### config.mk
export PLATFORM = sky130hd
export DESIGN_NAME = tiu_top
export DESIGN_NICKNAME = d
export VERILOG_FILES = /design/src/hw/tiu_pkg.sv /design/src/hw/tiu_top.sv
export SDC_FILE = /design/constraint.sdc
export NUM_CORES = 1
export LEC_CHECK = 0
export ABC_CLOCK_PERIOD_IN_PS = 3870
export BUFFER_PORTS_ARGS = -buffer_cell sky130_fd_sc_hd__buf_2
export CORE_MARGIN = 3
export CORE_UTILIZATION = 50
export DETAILED_ROUTE_END_ITERATION = 6
export HOLD_SLACK_MARGIN = 0.06
export PLACE_DENSITY = 0.68
export SLEW_MARGIN = 10
export SYNTH_ARGS = -nofsm -noshare
export SYNTH_HDL_FRONTEND = slang
export SYNTH_HIERARCHICAL = 1
export SYNTH_SLANG_ARGS = --single-unit
### constraint.sdc
create_clock -name mclk -period 3.87 [get_ports mclk]
set_clock_uncertainty 0.05 [all_clocks]
set_input_delay 0 -clock mclk [delete_from_list [all_inputs] [get_ports mclk]]
set_output_delay 0 -clock mclk [all_outputs]
set_load 0.005 [all_outputs]
### src/hw/tiu_pkg.sv
// ============================================================
// Shared constants and types for the timer, I/O and unpack unit
// ============================================================
// Assumes one clock domain; pins are synchronised inside the top module.
package tiu_pkg;
   localparam int ACC_W = 10;
   localparam int BYTE_W = 8;
   localparam int PTR_W_DEF = 14;
   localparam int TICK_DIV = 48;
   localparam int FIFO_DEPTH_DEF = 32;
   localparam int CNT_W = 4;
   localparam logic [7:0] BYTE_ZERO = 8'h00;
   localparam logic [7:0] BYTE_FULL = 8'hff;
   // Frame timer value that speech software must load
   localparam logic [7:0] TIMER_SYNTH = 8'h1f;
   localparam logic [3:0] BITS_PER_BYTE = 4'h8;
   // Slave-mode control pin positions on port C
   localparam int PC_RW = 3;
   localparam int PC_UPPER = 2;
   localparam int PC_LOWER = 1;
   localparam int PC_RDY = 0;
   localparam int NIB_W = 4;

   typedef enum logic [4:0] {
      op_none, timer_load_op, timer_read_op, internal_tick_select_op, preset_load_op,
      index_load_op, index_swap_op, irq_return_op, jump_if_flag, short_jump_if_flag,
      call_if_flag, synth_start_op, pitch_ram_load_op, rom_ptr_high_load_op,
      rom_ptr_low_load_op, unpack_init_op, bit_fetch_op, internal_rom_select_op,
      external_rom_select_op, port_a_write_op, port_a_read_op, port_a_to_ram_op,
      ready_clear_op, port_c_read_op, port_b_write_op, port_d_write_op
   } tiu_op_t;

   typedef struct packed {
      logic valid;
      tiu_op_t op;
      logic [ACC_W-1:0] acc;
      logic [2:0] bits_m1;
      logic [BYTE_W-1:0] ram_data;
   } tiu_req_t;

   typedef struct packed {
      logic valid;
      logic to_ram;
      logic [ACC_W-1:0] data;
   } tiu_res_t;
endpackage

### src/hw/tiu_top.sv
// ============================================================
// Timer, I/O port and speech unpack unit with host FIFO
// ============================================================
// Contract
// - Timer steps on each prescaler wrap
// - Timer wrap raises pending interrupt request
// - Timer halts after wrap until reloaded
// - Timer loaded from index, read to accumulator
// - Prescaler reloads preset latch on wrap
// - Prescaler clock: internal 1/48 or event pin
// - Timer read selects event pin; tick op internal
// - Index register addresses RAM, saved on interrupt
// - Scratch swaps with index, never saved
// - Jumps and calls act only when flag set
// - Start loads pitch from accumulator, later RAM
// - Pointer loads high/low; byte load increments it
// - Init clears bit counter; fetch 1-8 bits
// - Select internal or external byte source
// - Port B is ROM port in external mode
// - Ports B and D low at power-up
// - Master port A write drives, read captures
// - Port C 3..0 carry host handshake in slave
// - Low nibble write sets busy until clear op
// - Master port C read copies pins
// - Upper strobe bits 7..4, lower bits 3..0
// Assumes requests come from the processor on mclk; pins are asynchronous.
`timescale 1ns/1ps

// ============================================================
// Host-write FIFO
// ============================================================
module tiu_fifo
   import tiu_pkg::*;
#(
   parameter int WIDTH = BYTE_W,
   parameter int DEPTH = FIFO_DEPTH_DEF
)
(
   input wire logic mclk,
   input wire logic arst_n,
   input wire logic in_valid,
   output logic in_ready,
   input wire logic [WIDTH-1:0] in_data,
   output logic out_valid,
   input wire logic out_ready,
   output logic [WIDTH-1:0] out_data
);
   localparam int AW = $clog2(DEPTH);
   logic [WIDTH-1:0] mem [DEPTH];
   logic [AW-1:0] wr_ptr;
   logic [AW-1:0] rd_ptr;
   logic [AW:0] count;
   logic push;
   logic pop;

   if (DEPTH < 2 || (1 << AW) != DEPTH)
   begin : g_chk
      $error("tiu_fifo depth must be a power of two of at least 2");
   end

   // Honest flags straight from the occupancy count
   assign in_ready = (count != (AW+1)'(DEPTH));
   assign out_valid = (count != '0);
   assign out_data = mem[rd_ptr];
   assign push = in_valid && in_ready;
   assign pop = out_valid && out_ready;

   // Storage written by index; no reset needed on data
   always_ff @(posedge mclk)
   begin
      if (push)
         mem[wr_ptr] <= in_data;
   end

   // Pointers and occupancy
   always_ff @(posedge mclk or negedge arst_n)
   begin
      if (!arst_n)
      begin
         wr_ptr <= '0;
         rd_ptr <= '0;
         count <= '0;
      end
      else
      begin
         if (push)
            wr_ptr <= wr_ptr + 1'b1;
         if (pop)
            rd_ptr <= rd_ptr + 1'b1;
         if (push && !pop)
            count <= count + 1'b1;
         else if (pop && !push)
            count <= count - 1'b1;
      end
   end
endmodule

// ============================================================
// Top module
// ============================================================
module tiu_top
   import tiu_pkg::*;
#(
   parameter int PTR_W = PTR_W_DEF,
   parameter int FIFO_DEPTH = FIFO_DEPTH_DEF
)
(
   input wire logic mclk,
   input wire logic arst_n,
   input wire logic master_pin,
   input wire tiu_req_t req,
   input wire logic status_flag,
   input wire logic irq_enable,
   input wire logic [BYTE_W-1:0] rom_data,
   input wire logic event_irq_pin,
   input wire logic [BYTE_W-1:0] pa_in,
   output logic [BYTE_W-1:0] pa_out,
   output logic pa_oe_n,
   input wire logic [BYTE_W-1:0] pb_in,
   output logic [BYTE_W-1:0] pb_out,
   output logic pb_oe_n,
   input wire logic [BYTE_W-1:0] pc_in,
   output logic pc_rdy_out,
   output logic pc_rdy_oe_n,
   output logic [BYTE_W-1:0] pd_out,
   output tiu_res_t res,
   output logic jump_taken,
   output logic irq_take,
   output logic [BYTE_W-1:0] ram_index_reg,
   output logic [BYTE_W-1:0] pitch_period_reg,
   output logic [PTR_W-1:0] rom_pointer,
   output logic [BYTE_W-1:0] frame_timer
);
   localparam int SYN_W = 3 * BYTE_W + 2;
   localparam int TDIV_W = $clog2(TICK_DIV);

   if (PTR_W < 13 || PTR_W > 14)
   begin : g_chk
      $error("tiu_top pointer width must be 13 or 14");
   end

   logic [SYN_W-1:0] sync1, sync2;
   logic master, ev_q, ev_prev, upper_prev, lower_prev;
   logic [BYTE_W-1:0] pa_s, pb_s, pc_s;
   logic [TDIV_W-1:0] tick_cnt;
   logic int_tick, ext_sel, tick, presc_wrap, timer_running, irq_pend;
   logic [BYTE_W-1:0] timer_prescaler, preset_latch, scratch_reg, index_save;
   logic [BYTE_W-1:0] unpack_shift_reg, src_byte, host_hi;
   logic [CNT_W-1:0] bit_cnt, next_bit_cnt;
   logic [2*BYTE_W-1:0] window;
   logic [BYTE_W-1:0] fetched;
   logic ext_rom, busy, upper_end, lower_end, host_wr, host_rd;
   logic fifo_in_ready, fifo_out_valid, fifo_pop;
   logic [BYTE_W-1:0] fifo_out;

   // Two-flop synchronisers on every pin input; only sync2 is read
   always_ff @(posedge mclk or negedge arst_n)
   begin
      if (!arst_n)
      begin
         // Idle-high reset: no false strobe or event edge once pins come through
         sync1 <= '1;
         sync2 <= '1;
      end
      else
      begin
         sync1 <= {master_pin, event_irq_pin, pc_in, pb_in, pa_in};
         sync2 <= sync1;
      end
   end
   assign {master, ev_q, pc_s, pb_s, pa_s} = sync2;

   // Previous levels for edge detection of event pin and strobes
   always_ff @(posedge mclk or negedge arst_n)
   begin
      if (!arst_n)
      begin
         ev_prev <= 1'b1;
         upper_prev <= 1'b1;
         lower_prev <= 1'b1;
      end
      else
      begin
         ev_prev <= ev_q;
         upper_prev <= pc_s[PC_UPPER];
         lower_prev <= pc_s[PC_LOWER];
      end
   end

   // Strobes are active low; data is taken at the rising (trailing) edge
   assign upper_end = !master && pc_s[PC_UPPER] && !upper_prev;
   assign lower_end = !master && pc_s[PC_LOWER] && !lower_prev;
   assign host_wr = !pc_s[PC_RW];
   assign host_rd = !master && pc_s[PC_RW] && !(pc_s[PC_UPPER] && pc_s[PC_LOWER]);

   // Internal tick every 48 clocks
   always_ff @(posedge mclk or negedge arst_n)
   begin
      if (!arst_n)
         tick_cnt <= '0;
      else if (tick_cnt == TDIV_W'(TICK_DIV - 1))
         tick_cnt <= '0;
      else
         tick_cnt <= tick_cnt + 1'b1;
   end
   assign int_tick = (tick_cnt == TDIV_W'(TICK_DIV - 1));
   // Event pin counts on its falling edge
   assign tick = ext_sel ? (ev_prev && !ev_q) : int_tick;
   assign presc_wrap = tick && (timer_prescaler == BYTE_ZERO);

   // Clock source select
   always_ff @(posedge mclk or negedge arst_n)
   begin
      if (!arst_n)
         ext_sel <= 1'b0;
      else if (req.valid && req.op == timer_read_op)
         ext_sel <= 1'b1;
      else if (req.valid && req.op == internal_tick_select_op)
         ext_sel <= 1'b0;
   end

   // Prescaler counts down, reloads from preset latch on wrap
   always_ff @(posedge mclk or negedge arst_n)
   begin
      if (!arst_n)
      begin
         timer_prescaler <= BYTE_FULL;
         preset_latch <= BYTE_FULL;
      end
      else
      begin
         if (req.valid && req.op == preset_load_op)
            preset_latch <= req.acc[BYTE_W-1:0];
         if (presc_wrap)
            timer_prescaler <= preset_latch;
         else if (tick)
            timer_prescaler <= timer_prescaler - 1'b1;
      end
   end

   // Frame timer: load wins over count; halts after wrap
   always_ff @(posedge mclk or negedge arst_n)
   begin
      if (!arst_n)
      begin
         frame_timer <= BYTE_ZERO;
         timer_running <= 1'b0;
      end
      else if (req.valid && req.op == timer_load_op)
      begin
         frame_timer <= ram_index_reg;
         timer_running <= 1'b1;
      end
      else if (presc_wrap && timer_running)
      begin
         frame_timer <= frame_timer - 1'b1;
         if (frame_timer == BYTE_ZERO)
            timer_running <= 1'b0;
      end
   end

   // Pending request; a new wrap wins over the take
   always_ff @(posedge mclk or negedge arst_n)
   begin
      if (!arst_n)
      begin
         irq_pend <= 1'b0;
         irq_take <= 1'b0;
      end
      else
      begin
         irq_take <= irq_pend && irq_enable && !irq_take;
         if (presc_wrap && timer_running && frame_timer == BYTE_ZERO)
            irq_pend <= 1'b1;
         else if (irq_take)
            irq_pend <= 1'b0;
      end
   end

   // Index and scratch; index saved on take, restored on return
   always_ff @(posedge mclk or negedge arst_n)
   begin
      if (!arst_n)
      begin
         ram_index_reg <= BYTE_ZERO;
         scratch_reg <= BYTE_ZERO;
         index_save <= BYTE_ZERO;
      end
      else
      begin
         if (irq_take)
            index_save <= ram_index_reg;
         if (req.valid && req.op == index_load_op)
            ram_index_reg <= req.acc[BYTE_W-1:0];
         else if (req.valid && req.op == index_swap_op)
         begin
            ram_index_reg <= scratch_reg;
            scratch_reg <= ram_index_reg;
         end
         else if (req.valid && req.op == irq_return_op)
            ram_index_reg <= index_save;
      end
   end

   // Conditional transfers follow the status flag
   always_ff @(posedge mclk or negedge arst_n)
   begin
      if (!arst_n)
         jump_taken <= 1'b0;
      else
         jump_taken <= req.valid && status_flag && (req.op == jump_if_flag
            || req.op == short_jump_if_flag || req.op == call_if_flag);
   end

   // Pitch from accumulator on start, from RAM afterwards
   always_ff @(posedge mclk or negedge arst_n)
   begin
      if (!arst_n)
         pitch_period_reg <= BYTE_ZERO;
      else if (req.valid && req.op == synth_start_op)
         pitch_period_reg <= req.acc[BYTE_W-1:0];
      else if (req.valid && req.op == pitch_ram_load_op)
         pitch_period_reg <= req.ram_data;
   end

   // Byte source: internal ROM or port B pins
   assign src_byte = ext_rom ? pb_s : rom_data;
   assign window = {unpack_shift_reg, src_byte} << bit_cnt;
   assign fetched = window[2*BYTE_W-1:BYTE_W] >> (3'd7 - req.bits_m1);
   assign next_bit_cnt = bit_cnt + CNT_W'(req.bits_m1) + 1'b1;

   // Pointer, shift register and bit counter
   always_ff @(posedge mclk or negedge arst_n)
   begin
      if (!arst_n)
      begin
         rom_pointer <= '0;
         unpack_shift_reg <= BYTE_ZERO;
         bit_cnt <= '0;
      end
      else if (req.valid)
      begin
         case (req.op)
            rom_ptr_high_load_op:
               rom_pointer[PTR_W-1:BYTE_W] <= req.acc[PTR_W-BYTE_W-1:0];
            rom_ptr_low_load_op:
               rom_pointer[BYTE_W-1:0] <= req.acc[BYTE_W-1:0];
            unpack_init_op:
            begin
               unpack_shift_reg <= src_byte;
               bit_cnt <= '0;
               rom_pointer <= rom_pointer + 1'b1;
            end
            bit_fetch_op:
               if (next_bit_cnt >= BITS_PER_BYTE)
               begin
                  unpack_shift_reg <= src_byte; // Refill when emptied
                  bit_cnt <= next_bit_cnt - BITS_PER_BYTE;
                  rom_pointer <= rom_pointer + 1'b1;
               end
               else
                  bit_cnt <= next_bit_cnt;
            default:
               bit_cnt <= bit_cnt;
         endcase
      end
   end

   // Source mode and port B; external mode releases the pins
   always_ff @(posedge mclk or negedge arst_n)
   begin
      if (!arst_n)
      begin
         ext_rom <= 1'b0;
         pb_out <= BYTE_ZERO;
         pb_oe_n <= 1'b0;
         pd_out <= BYTE_ZERO;
      end
      else if (req.valid)
      begin
         if (req.op == external_rom_select_op)
         begin
            ext_rom <= 1'b1;
            pb_oe_n <= 1'b1;
         end
         else if (req.op == internal_rom_select_op)
         begin
            ext_rom <= 1'b0; // Caller must have released the external ROM
            pb_oe_n <= 1'b0;
         end
         if (req.op == port_b_write_op)
            pb_out <= req.acc[BYTE_W-1:0];
         if (req.op == port_d_write_op)
            pd_out <= req.acc[BYTE_W-1:0];
      end
   end

   // Host writes assemble a byte; low nibble completes it
   always_ff @(posedge mclk or negedge arst_n)
   begin
      if (!arst_n)
         host_hi <= BYTE_ZERO;
      else if (upper_end && host_wr)
         host_hi <= pa_s;
   end

   // Full FIFO stalls the host through the ready pin
   tiu_fifo #(.WIDTH(BYTE_W), .DEPTH(FIFO_DEPTH)) u_fifo (
      .mclk(mclk),
      .arst_n(arst_n),
      .in_valid(lower_end && host_wr),
      .in_ready(fifo_in_ready),
      .in_data({host_hi[BYTE_W-1:NIB_W], pa_s[NIB_W-1:0]}),
      .out_valid(fifo_out_valid),
      .out_ready(fifo_pop),
      .out_data(fifo_out)
   );
   assign fifo_pop = !master && req.valid
      && (req.op == port_a_read_op || req.op == port_a_to_ram_op);

   // Busy set by low nibble write, cleared by clear op; set wins
   always_ff @(posedge mclk or negedge arst_n)
   begin
      if (!arst_n)
         busy <= 1'b0;
      else if (lower_end && host_wr)
         busy <= 1'b1;
      else if (req.valid && req.op == ready_clear_op)
         busy <= 1'b0;
   end

   // Ready pin: high means not ready; driven only in slave mode
   always_ff @(posedge mclk or negedge arst_n)
   begin
      if (!arst_n)
      begin
         pc_rdy_out <= 1'b0;
         pc_rdy_oe_n <= 1'b1;
      end
      else
      begin
         pc_rdy_out <= busy || !fifo_in_ready;
         pc_rdy_oe_n <= master;
      end
   end

   // Port A direction: master by ops, slave by host read strobes
   always_ff @(posedge mclk or negedge arst_n)
   begin
      if (!arst_n)
      begin
         pa_out <= BYTE_ZERO;
         pa_oe_n <= 1'b1;
      end
      else
      begin
         if (req.valid && req.op == port_a_write_op)
            pa_out <= req.acc[BYTE_W-1:0];
         if (!master)
            pa_oe_n <= !host_rd;
         else if (req.valid && req.op == port_a_write_op)
            pa_oe_n <= 1'b0;
         else if (req.valid && (req.op == port_a_read_op || req.op == port_a_to_ram_op))
            pa_oe_n <= 1'b1;
      end
   end

   // Results returned to the processor one cycle after the request
   always_ff @(posedge mclk or negedge arst_n)
   begin
      if (!arst_n)
         res <= '0;
      else
      begin
         res.valid <= req.valid && (req.op == timer_read_op || req.op == bit_fetch_op
            || req.op == port_a_read_op || req.op == port_a_to_ram_op
            || req.op == port_c_read_op);
         res.to_ram <= req.valid && req.op == port_a_to_ram_op;
         case (req.op)
            timer_read_op: res.data <= ACC_W'(frame_timer);
            bit_fetch_op: res.data <= ACC_W'(fetched);
            port_a_read_op, port_a_to_ram_op:
               res.data <= ACC_W'(master ? pa_s : fifo_out);
            port_c_read_op:
               res.data <= master ? ACC_W'(pc_s)
                  : ACC_W'(pc_s[BYTE_W-1:NIB_W]);
            default: res.data <= '0;
         endcase
      end
   end
endmodule

==> results of run 1 <==
metrics by stage:
step	power (mW)	setup WS, ns	instance area (µm²)	util
2_1_floorplan	8.120	1.044	19810	-
3_3_place_gp	8.886	0.4336	21070	0.5414
3_5_place_dp	8.973	0.3880	21070	0.5414
4_1_cts	13.91	0.02716	23820	0.6119
5_1_grt	14.47	0.02181	23840	0.6125
6_report	13.86	0.2462	23840	0.6127
area by class of cell:
| cell class | instances | share of cell area |
|---|---|---|
| sequential | 463 | 0.5438 |
| multi-input combinational | 792 | 0.2682 |
| timing repair buffer | 277 | 0.08554 |
| clock buffer | 59 | 0.05515 |
| tap | 518 | 0.02718 |
| clock inverter | 29 | 0.01543 |
| inverter | 28 | 0.004408 |
| antenna | 3 | 0.0003149 |
worst max-delay path: stages (launching register included):
cell	delay [ns]
dfrtp_4	0.59
buf_12	0.32
mux4_1	0.60
a211oi_1	0.40
a21oi_1	0.09
mux2_2	0.28
a221oi_1	0.39
o221ai_1	0.18
dlygate4sd3_1	0.58
placed cells by master (no fill, tap or decap), types with 50 or more instances in the layout:
master	n
mux2i_1	60
dfrtp_1	131
a21oi_1	63
dfstp_2	73
clkbuf_16	50
nand2_1	80
nor2_1	115
dlygate4sd3_1	106
edfxtp_1	256
mux2_2	63
buf_2	139
path summary, 6_finish.rpt:
path	start	depth (start not counted)	slack (ns)	end
worst max-delay path	u_fifo/rd_ptr[0]$_DFFE_PN0P_	8	0.25	res[2]$_DFF_PN0_
worst min-delay path	pc_in[0]	2	0.10	sync1[16]$_DFF_PN1_
worst max register to register	u_fifo/rd_ptr[0]$_DFFE_PN0P_	8	0.25	res[2]$_DFF_PN0_
worst min register to register	sync1[8]$_DFF_PN1_	0	0.30	sync2[8]$_DFF_PN1_
max in group asynchronous	arst_n	3	2.70	pd_out[7]$_DFFE_PN0P_
min in group asynchronous	arst_n	2	0.11	unpack_shift_reg[7]$_DFFE_PN0P_
layer usage:
layer / wire, µm / vias to the layer above
met1: 20730 / 6523
met3: 3304 / 102
met5: 27 / -
met4: 1367 / 4
met2: 22420 / 494
li1: - / 5705
power by group through the flow:
stage,registers [mW],clock network (mW),logic (mW)
floorplan,6.14,0,1.98
CTS,6.36,4.91,2.65
global route,6.41,5.11,2.95
finish,6.33,4.81,2.72
global placement,6.42,0,2.47
detailed placement,6.45,0,2.53
what timing repair did:
action | CTS | global route
setup buffers | 0 | 1
hold buffers | 106 | 0
gates resized for setup | 0 | 1
hold endpoints to repair | 217 | 0
setup endpoints to repair | 0 | 1
==> reports/metrics.sh, run 1 <==
MAXCAPVIOLCOUNT=0
SEQUENTIALPOWERSHARE=0.457
GRT_START_MAX_NET_PINS=104
SYNTH.YOSYS.WARNINGS=6
FINAL-SEQ-AREA_UM2=12960
SYNTH.CELL_AREA_UM2=19800
WORSTSETUPPATHTYPE='flip-flop to flip-flop'
CLOCK_GROUP_SHARE_OF_TOTAL_POWER=0.347
NUMBER_OF_BUFFERS_ON_THE_LONGEST_CLOCK_PATH=3
H-TREE-DEPTH=2
OVERFLOW=0
SETUP.WORST_PATH.START_CLASS='flip-flop'
NUM_VIAS=12830
WORST_SETUP_HOLD_PATH_CLK_SLEW_NS=0.06
GRT.MET1_USAGE=0.3234
P_COMB_FRAC=0.196
INTERNAL_POWER_mW=10.04
POWERDENSITY_nW_PER_UM2=581.5
GRT_FIRST_PASS_WIRELENGTH_UM=73260
DRT_PASS1_ITERATIONS=5
TIGHTESTPINTRANSITION_NS=1.209
GRT_MOST_USED_LAYER='met2'
MAX_IR_DROP_VDD_uV=582.5
LAYOUTNONFILLERINSTCOUNT=2169
CTS_SINKS=463
WORST_HOLD_SLACK_NS=0.1045
P_SW_mW=3.823
TIMING.CRITICAL_PATH.FANOUT_MAX=39
GLOBALROUTETOTALUTIL=0.2262
CTS-ROOT-BUF='clkbuf_16'
VIAS_IN_THE_FIRST_GLOBAL_ROUTE=12720
CTS_TREE='yes'
TIMING.SETUP.TNS_NS=0
HOLD_CLASS='input port to flip-flop'
TIMING.CRITICAL_PATH.REQUIRED_NS=4.26
WL_PER_CELL_UM=22.06
LARGEST_REG_FLOPS=256
NETS=1696
GRT.MET3_USAGE=0.04322
CRITPATHCAPTURETYPE='flip-flop'
TOTAL_AREA_OF_MULTI_INPUT_COMBINATIONAL_CELLS_UM2=6395
GRT_ANTENNA_BEFORE_REPAIR=3
FILLER_CELL_COUNT=2887
ROUTE.DETAILED.VIAS_PER_INST=5.914
INSERTION_DELAY_NS=0.58
CORE_REGION_AREA_UM2=38920
CTS_BUFFERS=48
DETAIL_ROUTE.ITER0.VIOLATIONS=1139
DRC=0
RUN_STATUS='finished, final reports clean'
POST-ROUTE-PERIOD-UTIL=0.9364
GLOBAL_ROUTE.USAGE.MET2=0.3529
WORST_EP_ARRIVAL_TIME_NS=4.01
DRV_SLEW=0
LAYOUT_MIN_CYCLE_TIME_NS=3.624
DETAIL-ROUTE-ANTENNA-NETS=0
TOTAL_LEAKAGE_POWER_nW=9.205
FINALWIRELENGTH_UM=47860
LAYOUT-DRIVE-GT1-SHARE=0.2718
LARGEST_REGISTERS='u_fifo/mem x256, sync1 x26, sync2 x26'
DIEHEIGHT_UM=205.0
PORT_BUFFERS=140
TIMING.SLEW.HEADROOM=0.1924
SYN-MEAN-INSTANCE-AREA_UM2=14.64
INITIAL_CORE_UTIL=0.5088
LARGEST-REGISTER='u_fifo/mem'
SYNTHCELLS=1353
MAXCLOCKFREQUENCY_MHz=276.0
IOPINCOUNT=145
P_SW_FRAC=0.2757
REPORT.FINAL.HOLD_VIOL_COUNT=0
FINALWEIGHTEDCONGESTION=0.8624
PLACED_CELLS=1971
FLOORPLAN.ROWS=72
REPORT.FINAL.SETUP_VIOL=0
SYN2LAYOUT_AREA_GROWTH_PCT=20.41
RSZ_0062_RAISED_AFTER_GLOBAL_ROUTING='no'
DETAILEDPLACEMENTHPWL_UM=30250
DIE_W_UM=205.0
FLOORPLAN.DIE_AREA_UM2=42030
Note: power is estimated with default switching activity, not from simulation.
==> run 2: changes to the inputs <==
- ABC_AREA: not set -> 1
==> reports/metrics.sh, run 2 <==
IOPINCOUNT=145
TIMING.CRITICAL_PATH.REQUIRED_NS=4.27
PORT_BUFFERS=140
SYN-MEAN-INSTANCE-AREA_UM2=9.666
NETS=2519
WORST_SETUP_HOLD_PATH_CLK_SLEW_NS=0.07
MOSTFREQUENTLAYOUTCELLS='622 x nand2_1, 281 x nand3_1, 256 x edfxtp_1'
ROUTE.DETAILED.VIAS_PER_INST=5.441
NETLIST.TOP_CELL.BY_AREA='edfxtp_1'
GLOBALROUTETOTALUTIL=0.2416
SYNTH-EDFF-COUNT=256
SYNTH_ASYNC_SR_FLOP_SHARE=0.4471
FLOORPLAN.DIE_AREA_UM2=44270
SYNTH.CELL_AREA_UM2=20890
CTS-ROOT-BUF='clkbuf_16'
SYN2LAYOUT_AREA_GROWTH_PCT=19.37
INTERNAL_POWER_mW=9.972
NUMBER_OF_BUFFERS_ON_THE_LONGEST_CLOCK_PATH=3
LARGEST_REGISTERS='u_fifo/mem x256, sync1 x26, sync2 x26'
SYNTHCELLS=2161
SYNTHMOSTINSTANTIATEDCELL='nand2_1'
H-TREE-DEPTH=2
YS_SEQ_AREA_FRAC=0.6204
SYNTH_CELL_TYPES=55
RSZ_0062_RAISED_AFTER_GLOBAL_ROUTING='no'
GRT_FIRST_PASS_WIRELENGTH_UM=84480
DETAIL_ROUTE.ITER0.VIOLATIONS=1464
SYNTH-SEQ-CELLS=463
LAYOUT-DRIVE-GT1-SHARE=0.1577
GRT_ANTENNA_BEFORE_REPAIR=1
POWERDENSITY_nW_PER_UM2=619.8
TOTAL_LEAKAGE_POWER_nW=10.99
MAXCAPVIOLCOUNT=0
CLOCK_GROUP_SHARE_OF_TOTAL_POWER=0.298
DETAILEDPLACE.WORSTSLACK_NS=0.8031
REPORT.FINAL.SETUP_VIOL=0
CORE_REGION_AREA_UM2=41020
GRT_START_MAX_NET_PINS=116
TIMING.SLEW.HEADROOM=0.2311
DETAIL-ROUTE-ANTENNA-NETS=0
WORSTSETUPPATHTYPE='input port to flip-flop'
POST-ROUTE-WORST-SETUP-SLACK_NS=0.2325
SYNTH_TOP_CELLS_BY_COUNT='622 x nand2_1, 281 x nand3_1, 256 x edfxtp_1'
DIE_W_UM=210.4
P_SW_mW=5.482
MAX_IR_DROP_VDD_uV=500.7
YS.FLOP_TYPE='edfxtp_1'
REPORT.FINAL.HOLD_VIOL_COUNT=0
TIGHTESTPINTRANSITION_NS=1.145
TIMING.SETUP.TNS_NS=0
DRC=0
SEQUENTIALPOWERSHARE=0.410
SYNTH.YOSYS.WARNINGS=6
LAYOUT_MIN_CYCLE_TIME_NS=3.637
SETUP.WORST_PATH.START_CLASS='input port'
MAXCLOCKFREQUENCY_MHz=274.9
LARGEST-REGISTER='u_fifo/mem'
CRITPATHCAPTURETYPE='flip-flop'
WORST_EP_ARRIVAL_TIME_NS=4.04
TIMING.CRITICAL_PATH.FANOUT_MAX=7
POST-SYNTH-TOP-AREA-FRACTION=0.3680
CTS_TREE='yes'
DRT_PASS1_ITERATIONS=6
P_SW_FRAC=0.3547
LARGEST_REG_FLOPS=256
DETAILEDPLACEMENTHPWL_UM=34150
CTS_BUFFERS=48
NUM_VIAS=16360
WL_PER_CELL_UM=17.93
OVERFLOW=0
FINALWIRELENGTH_UM=53930
RUN_STATUS='finished, final reports clean'
FINAL_COMMON_CELL='nand2_1'
FLOORPLAN.ROWS=74
DRV_SLEW=0
INITIAL_CORE_UTIL=0.5093
CTS_SINKS=463
DIEHEIGHT_UM=210.4
P_COMB_FRAC=0.292
HOLD_CLASS='input port to async pin'
VIAS_IN_THE_FIRST_GLOBAL_ROUTE=15800
POST-ROUTE-PERIOD-UTIL=0.9399
FINALWEIGHTEDCONGESTION=0.8765
SYNTH.TOP_CELLS.BY_AREA='edfxtp_1 37%, dfrtp_1 16%, nand2_1 11%'
INSERTION_DELAY_NS=0.58
## run 2: final timing paths
kind	start	end	slack, ns	cells past startpoint
max in group asynchronous	arst_n	pa_out[3]$_DFFE_PN0P_	2.66	3
worst min-delay path	arst_n	unpack_shift_reg[2]$_DFFE_PN0P_	0.07	2
min in group mclk	irq_enable	irq_take$_DFF_PN0_	0.15	4
worst max register to register	bit_cnt[1]$_DFFE_PN0P_	res[1]$_DFF_PN0_	0.34	11
worst max-delay path	req[24]	u_fifo/count[3]$_DFFE_PN0P_	0.23	18
worst min register to register	sync1[15]$_DFF_PN1_	sync2[15]$_DFF_PN1_	0.30	0
## run 2: cell type report
class	count	area, µm²
fill	3316	16080
antenna	2	5.005
multi-input combinational	1358	6511
tap	532	665.6
timing repair buffer	304	2238
clock inverter	34	294.0
clock buffer	56	1282
inverter	258	973.4
sequential	463	12960
## run 2: critical path, cell delays in order
cell	delay, ns
dlygate4sd3_1	0.56
buf_2	0.17
nor2_2	0.17
dlygate4sd3_1	0.63
nand2_1	0.10
nor2_1	0.10
buf_4	0.17
inv_1	0.14
nor3_1	0.34
nand2_1	0.27
ha_1	0.31
inv_1	0.16
ha_1	0.27
nand3_1	0.09
nand3_1	0.11
or2_2	0.29
nand3_1	0.06
o21ai_0	0.08
## run 2: repair_timing
action	CTS	global route
setup buffers	0	0
endpoints found under the hold margin	229	0
resized for setup	0	0
hold buffers	114	0
## run 2: routing by layer
metal,vias up,part of all wire,track usage
met5,-,0,0
met1,7881,0.42,0.3315
li1,7737,-,-
met3,120,0.076,0.05001
met4,0,0.031,0.08152
met2,624,0.47,0.3892
## run 2: power by group through the flow
stage / Sequential, mW / Combinational [mW] / Clock, mW
3_3_place_gp: 6.38 / 4.24 / 0
4_1_cts: 6.32 / 4.47 / 4.71
2_1_floorplan: 6.24 / 3.06 / 0
5_1_grt: 6.39 / 5.07 / 4.90
6_report: 6.33 / 4.52 / 4.61
3_5_place_dp: 6.40 / 4.32 / 0
## run 2: cell families (layout without fill, tap and decap cells)
| logic type | count (synthesis) | in the layout | share of synthesized area |
|---|---|---|---|
| adders and majority gates | 21 | 21 | 0.01330 |
| other | 1 | 4 | 0.0001795 |
| muxes | 3 | 3 | 0.001557 |
| buffers and inverters | 341 | 652 | 0.06810 |
| DFF | 463 | 463 | 0.6204 |
| AOI/OAI and AO/OA | 247 | 247 | 0.06870 |
| and+or+nand+nor | 1064 | 1064 | 0.2190 |
| xor gates and xnor gates | 21 | 21 | 0.008805 |
## run 2: metrics by stage
stage               power, mW  cells  area (µm²)  hold WS (ns)    util
floorplan               9.304   2162       20890       -0.3456       -
global placement        10.62   2801       22210       0.05489  0.5415
detailed placement      10.73   2801       22210       0.05622  0.5415
CTS                     15.49   3005       24930       0.09357  0.6078
global route            16.35   3006       24930        0.1406  0.6078
finish                  15.45   3007       24930       0.06927  0.6079
==> run 3: changes to the inputs <==
- CORE_ASPECT_RATIO: not set -> 0.9
- CTS_BUF_LIST: not set -> sky130_fd_sc_hd__clkbuf_2
==> reports/metrics.sh, run 3 (synthesized netlist as in run 2, its figures left out) <==
FLOORPLAN.DIE_AREA_UM2=44270
POST-ROUTE-PERIOD-UTIL=0.9905
DETAILEDPLACEMENTHPWL_UM=34360
DRV_SLEW=0
NUMBER_OF_BUFFERS_ON_THE_LONGEST_CLOCK_PATH=3
DETAIL-ROUTE-ANTENNA-NETS=0
DETAIL_ROUTE.ITER0.VIOLATIONS=1638
VIAS_IN_THE_FIRST_GLOBAL_ROUTE=16520
GRT_FIRST_PASS_WIRELENGTH_UM=88100
TIGHTESTPINTRANSITION_NS=1.237
LAYOUT-DRIVE-GT1-SHARE=0.1900
MAXCLOCKFREQUENCY_MHz=260.9
DIE_W_UM=221.5
INSERTION_DELAY_NS=1.15
TIMING.SLEW.HEADROOM=0.1688
POST_DP_CELL_AREA_UM2=22190
ROUTE.DETAILED.VIAS_PER_INST=5.331
WL_PER_CELL_UM=17.71
DRT_PASS1_ITERATIONS=5
WORST_EP_ARRIVAL_TIME_NS=4.76
FINALWIRELENGTH_UM=57080
FINISH.INSTANCE_AREA_UM2=25390
CLOCK_GROUP_SHARE_OF_TOTAL_POWER=0.243
HOLD_CLASS='input port to flip-flop'
GRT_ANTENNA_BEFORE_REPAIR=3
TIMING.CRITICAL_PATH.FANOUT_MAX=16
CTS-ROOT-BUF='clkbuf_2'
WORSTSETUPPATHTYPE='input port to flip-flop'
DRC=0
GRT_START_MAX_NET_PINS=99
CORE_REGION_AREA_UM2=40900
LAYOUT_MIN_CYCLE_TIME_NS=3.833
WORST_SETUP_HOLD_PATH_CLK_SLEW_NS=0.10
MOSTFREQUENTLAYOUTCELLS='622 x nand2_1, 281 x nand3_1, 256 x edfxtp_1'
P_COMB_FRAC=0.321
PORT_BUFFERS=140
RSZ_0062_RAISED_AFTER_GLOBAL_ROUTING='no'
H-TREE-DEPTH=3
MAXCAPVIOLCOUNT=0
TIMING.SETUP.TNS_NS=0
POWERDENSITY_nW_PER_UM2=573.2
NUM_VIAS=17180
GLOBALROUTETOTALUTIL=0.2518
CTS_TREE='yes'
CTS_SINKS=463
INTERNAL_POWER_mW=8.929
FLOORPLAN.ROWS=70
NETS=2665
P_SW_mW=5.628
LARGEST_REG_FLOPS=256
DIEHEIGHT_UM=199.9
MAX_IR_DROP_VDD_uV=401.1
TIMING.CRITICAL_PATH.REQUIRED_NS=4.80
DESIGN_POWER_TOTAL_mW=14.56
FINAL_COMMON_CELL='nand2_1'
IOPINCOUNT=145
OVERFLOW=0
SYN2LAYOUT_AREA_GROWTH_PCT=21.57
SETUP.WORST_PATH.START_CLASS='input port'
LARGEST-REGISTER='u_fifo/mem'
CRITPATHCAPTURETYPE='flip-flop'
FINALWEIGHTEDCONGESTION=0.8828
TOTAL_LEAKAGE_POWER_nW=11.42
P_SW_FRAC=0.3866
CTS_BUFFERS=114
INITIAL_CORE_UTIL=0.5107
LARGEST_REGISTERS='u_fifo/mem x256, sync1 x26, sync2 x26'
SEQUENTIALPOWERSHARE=0.436
CTS_POST_SETUP_BUFFERS_INSERTED=0
REPORT.FINAL.HOLD_VIOL_COUNT=0
REPORT.FINAL.SETUP_VIOL=0
RUN_STATUS='finished, final reports clean'
## run 3: power by group through the flow
stage | sequential [mW] | clock (mW) | combinational, mW
floorplan | 6.24 | 0 | 3.06
detailed placement | 6.42 | 0 | 4.34
finish | 6.35 | 3.53 | 4.67
CTS | 6.33 | 3.61 | 4.57
global route | 6.42 | 3.88 | 5.20
global placement | 6.41 | 0 | 4.26
## run 3: routing by layer
| metal | up-vias | GRT usage | wire length, µm |
|---|---|---|---|
| met5 | - | 0 | 0 |
| met1 | 8245 | 0.3444 | 24150 |
| met3 | 124 | 0.06653 | 4670 |
| met2 | 706 | 0.3946 | 26570 |
| met4 | 0 | 0.09121 | 1690 |
| li1 | 8108 | - | - |
## run 3: what timing repair did
action | in CTS | in global routing
hold endpoints to repair | 350 | 0
endpoints found under the setup margin | 0 | 2
gates resized for setup | 0 | 5
hold buffers | 199 | 0
## run 3: final timing paths
path	slack, ns	cells after the start	from	to
worst max-delay path	0.04	15	req[24]	unpack_shift_reg[2]$_DFFE_PN0P_
worst min-delay path	0.20	5	irq_enable	irq_take$_DFF_PN0_
worst max register to register	0.22	14	ext_rom$_DFFE_PN0P_	res[2]$_DFF_PN0_
worst min register to register	0.25	0	sync1[19]$_DFF_PN1_	sync2[19]$_DFF_PN1_
max in group asynchronous	2.34	6	arst_n	sync2[3]$_DFF_PN1_
min in group asynchronous	0.49	5	arst_n	timer_running$_DFFE_PN0P_
## run 3: final cells by class
cell class	count	area, µm²
flip-flops and latches	463	12970
diodes	4	10.01
well taps	540	675.6
clock buffers	183	915.9
fillers	3253	15510
repair inverters	1	5.005
repair buffers	383	3075
clock inverters	33	244.0
multi-input cells	1358	6524
inverters	258	977.2
## run 3: per-stage QoR
stage	instances	hold slack, ns	util	worst slack [ns]
after floorplan	2162	-0.3456	-	1.311
after global placement	2803	-0.06532	0.5425	1.052
after detailed placement	2803	-0.05726	0.5425	0.9218
after CTS	3218	0.06047	0.6200	0.2290
after global routing	3222	0.1198	0.6208	0.06884
final	3223	0.1996	0.6209	0.03663
## run 3: worst max-delay path: stages
cell and delay, ns:
dlygate4sd3_1 0.57, buf_2 0.17, dlygate4sd3_1 0.60, nor2_1 0.26, nand2_2 0.10, nor2_4 0.12, dlygate4sd3_1 0.62, inv_2 0.13
o21ai_4 0.20, inv_2 0.25, nor2_4 0.41, nand2_1 0.08, dlygate4sd3_1 0.59, o21ai_1 0.09, dlygate4sd3_1 0.57
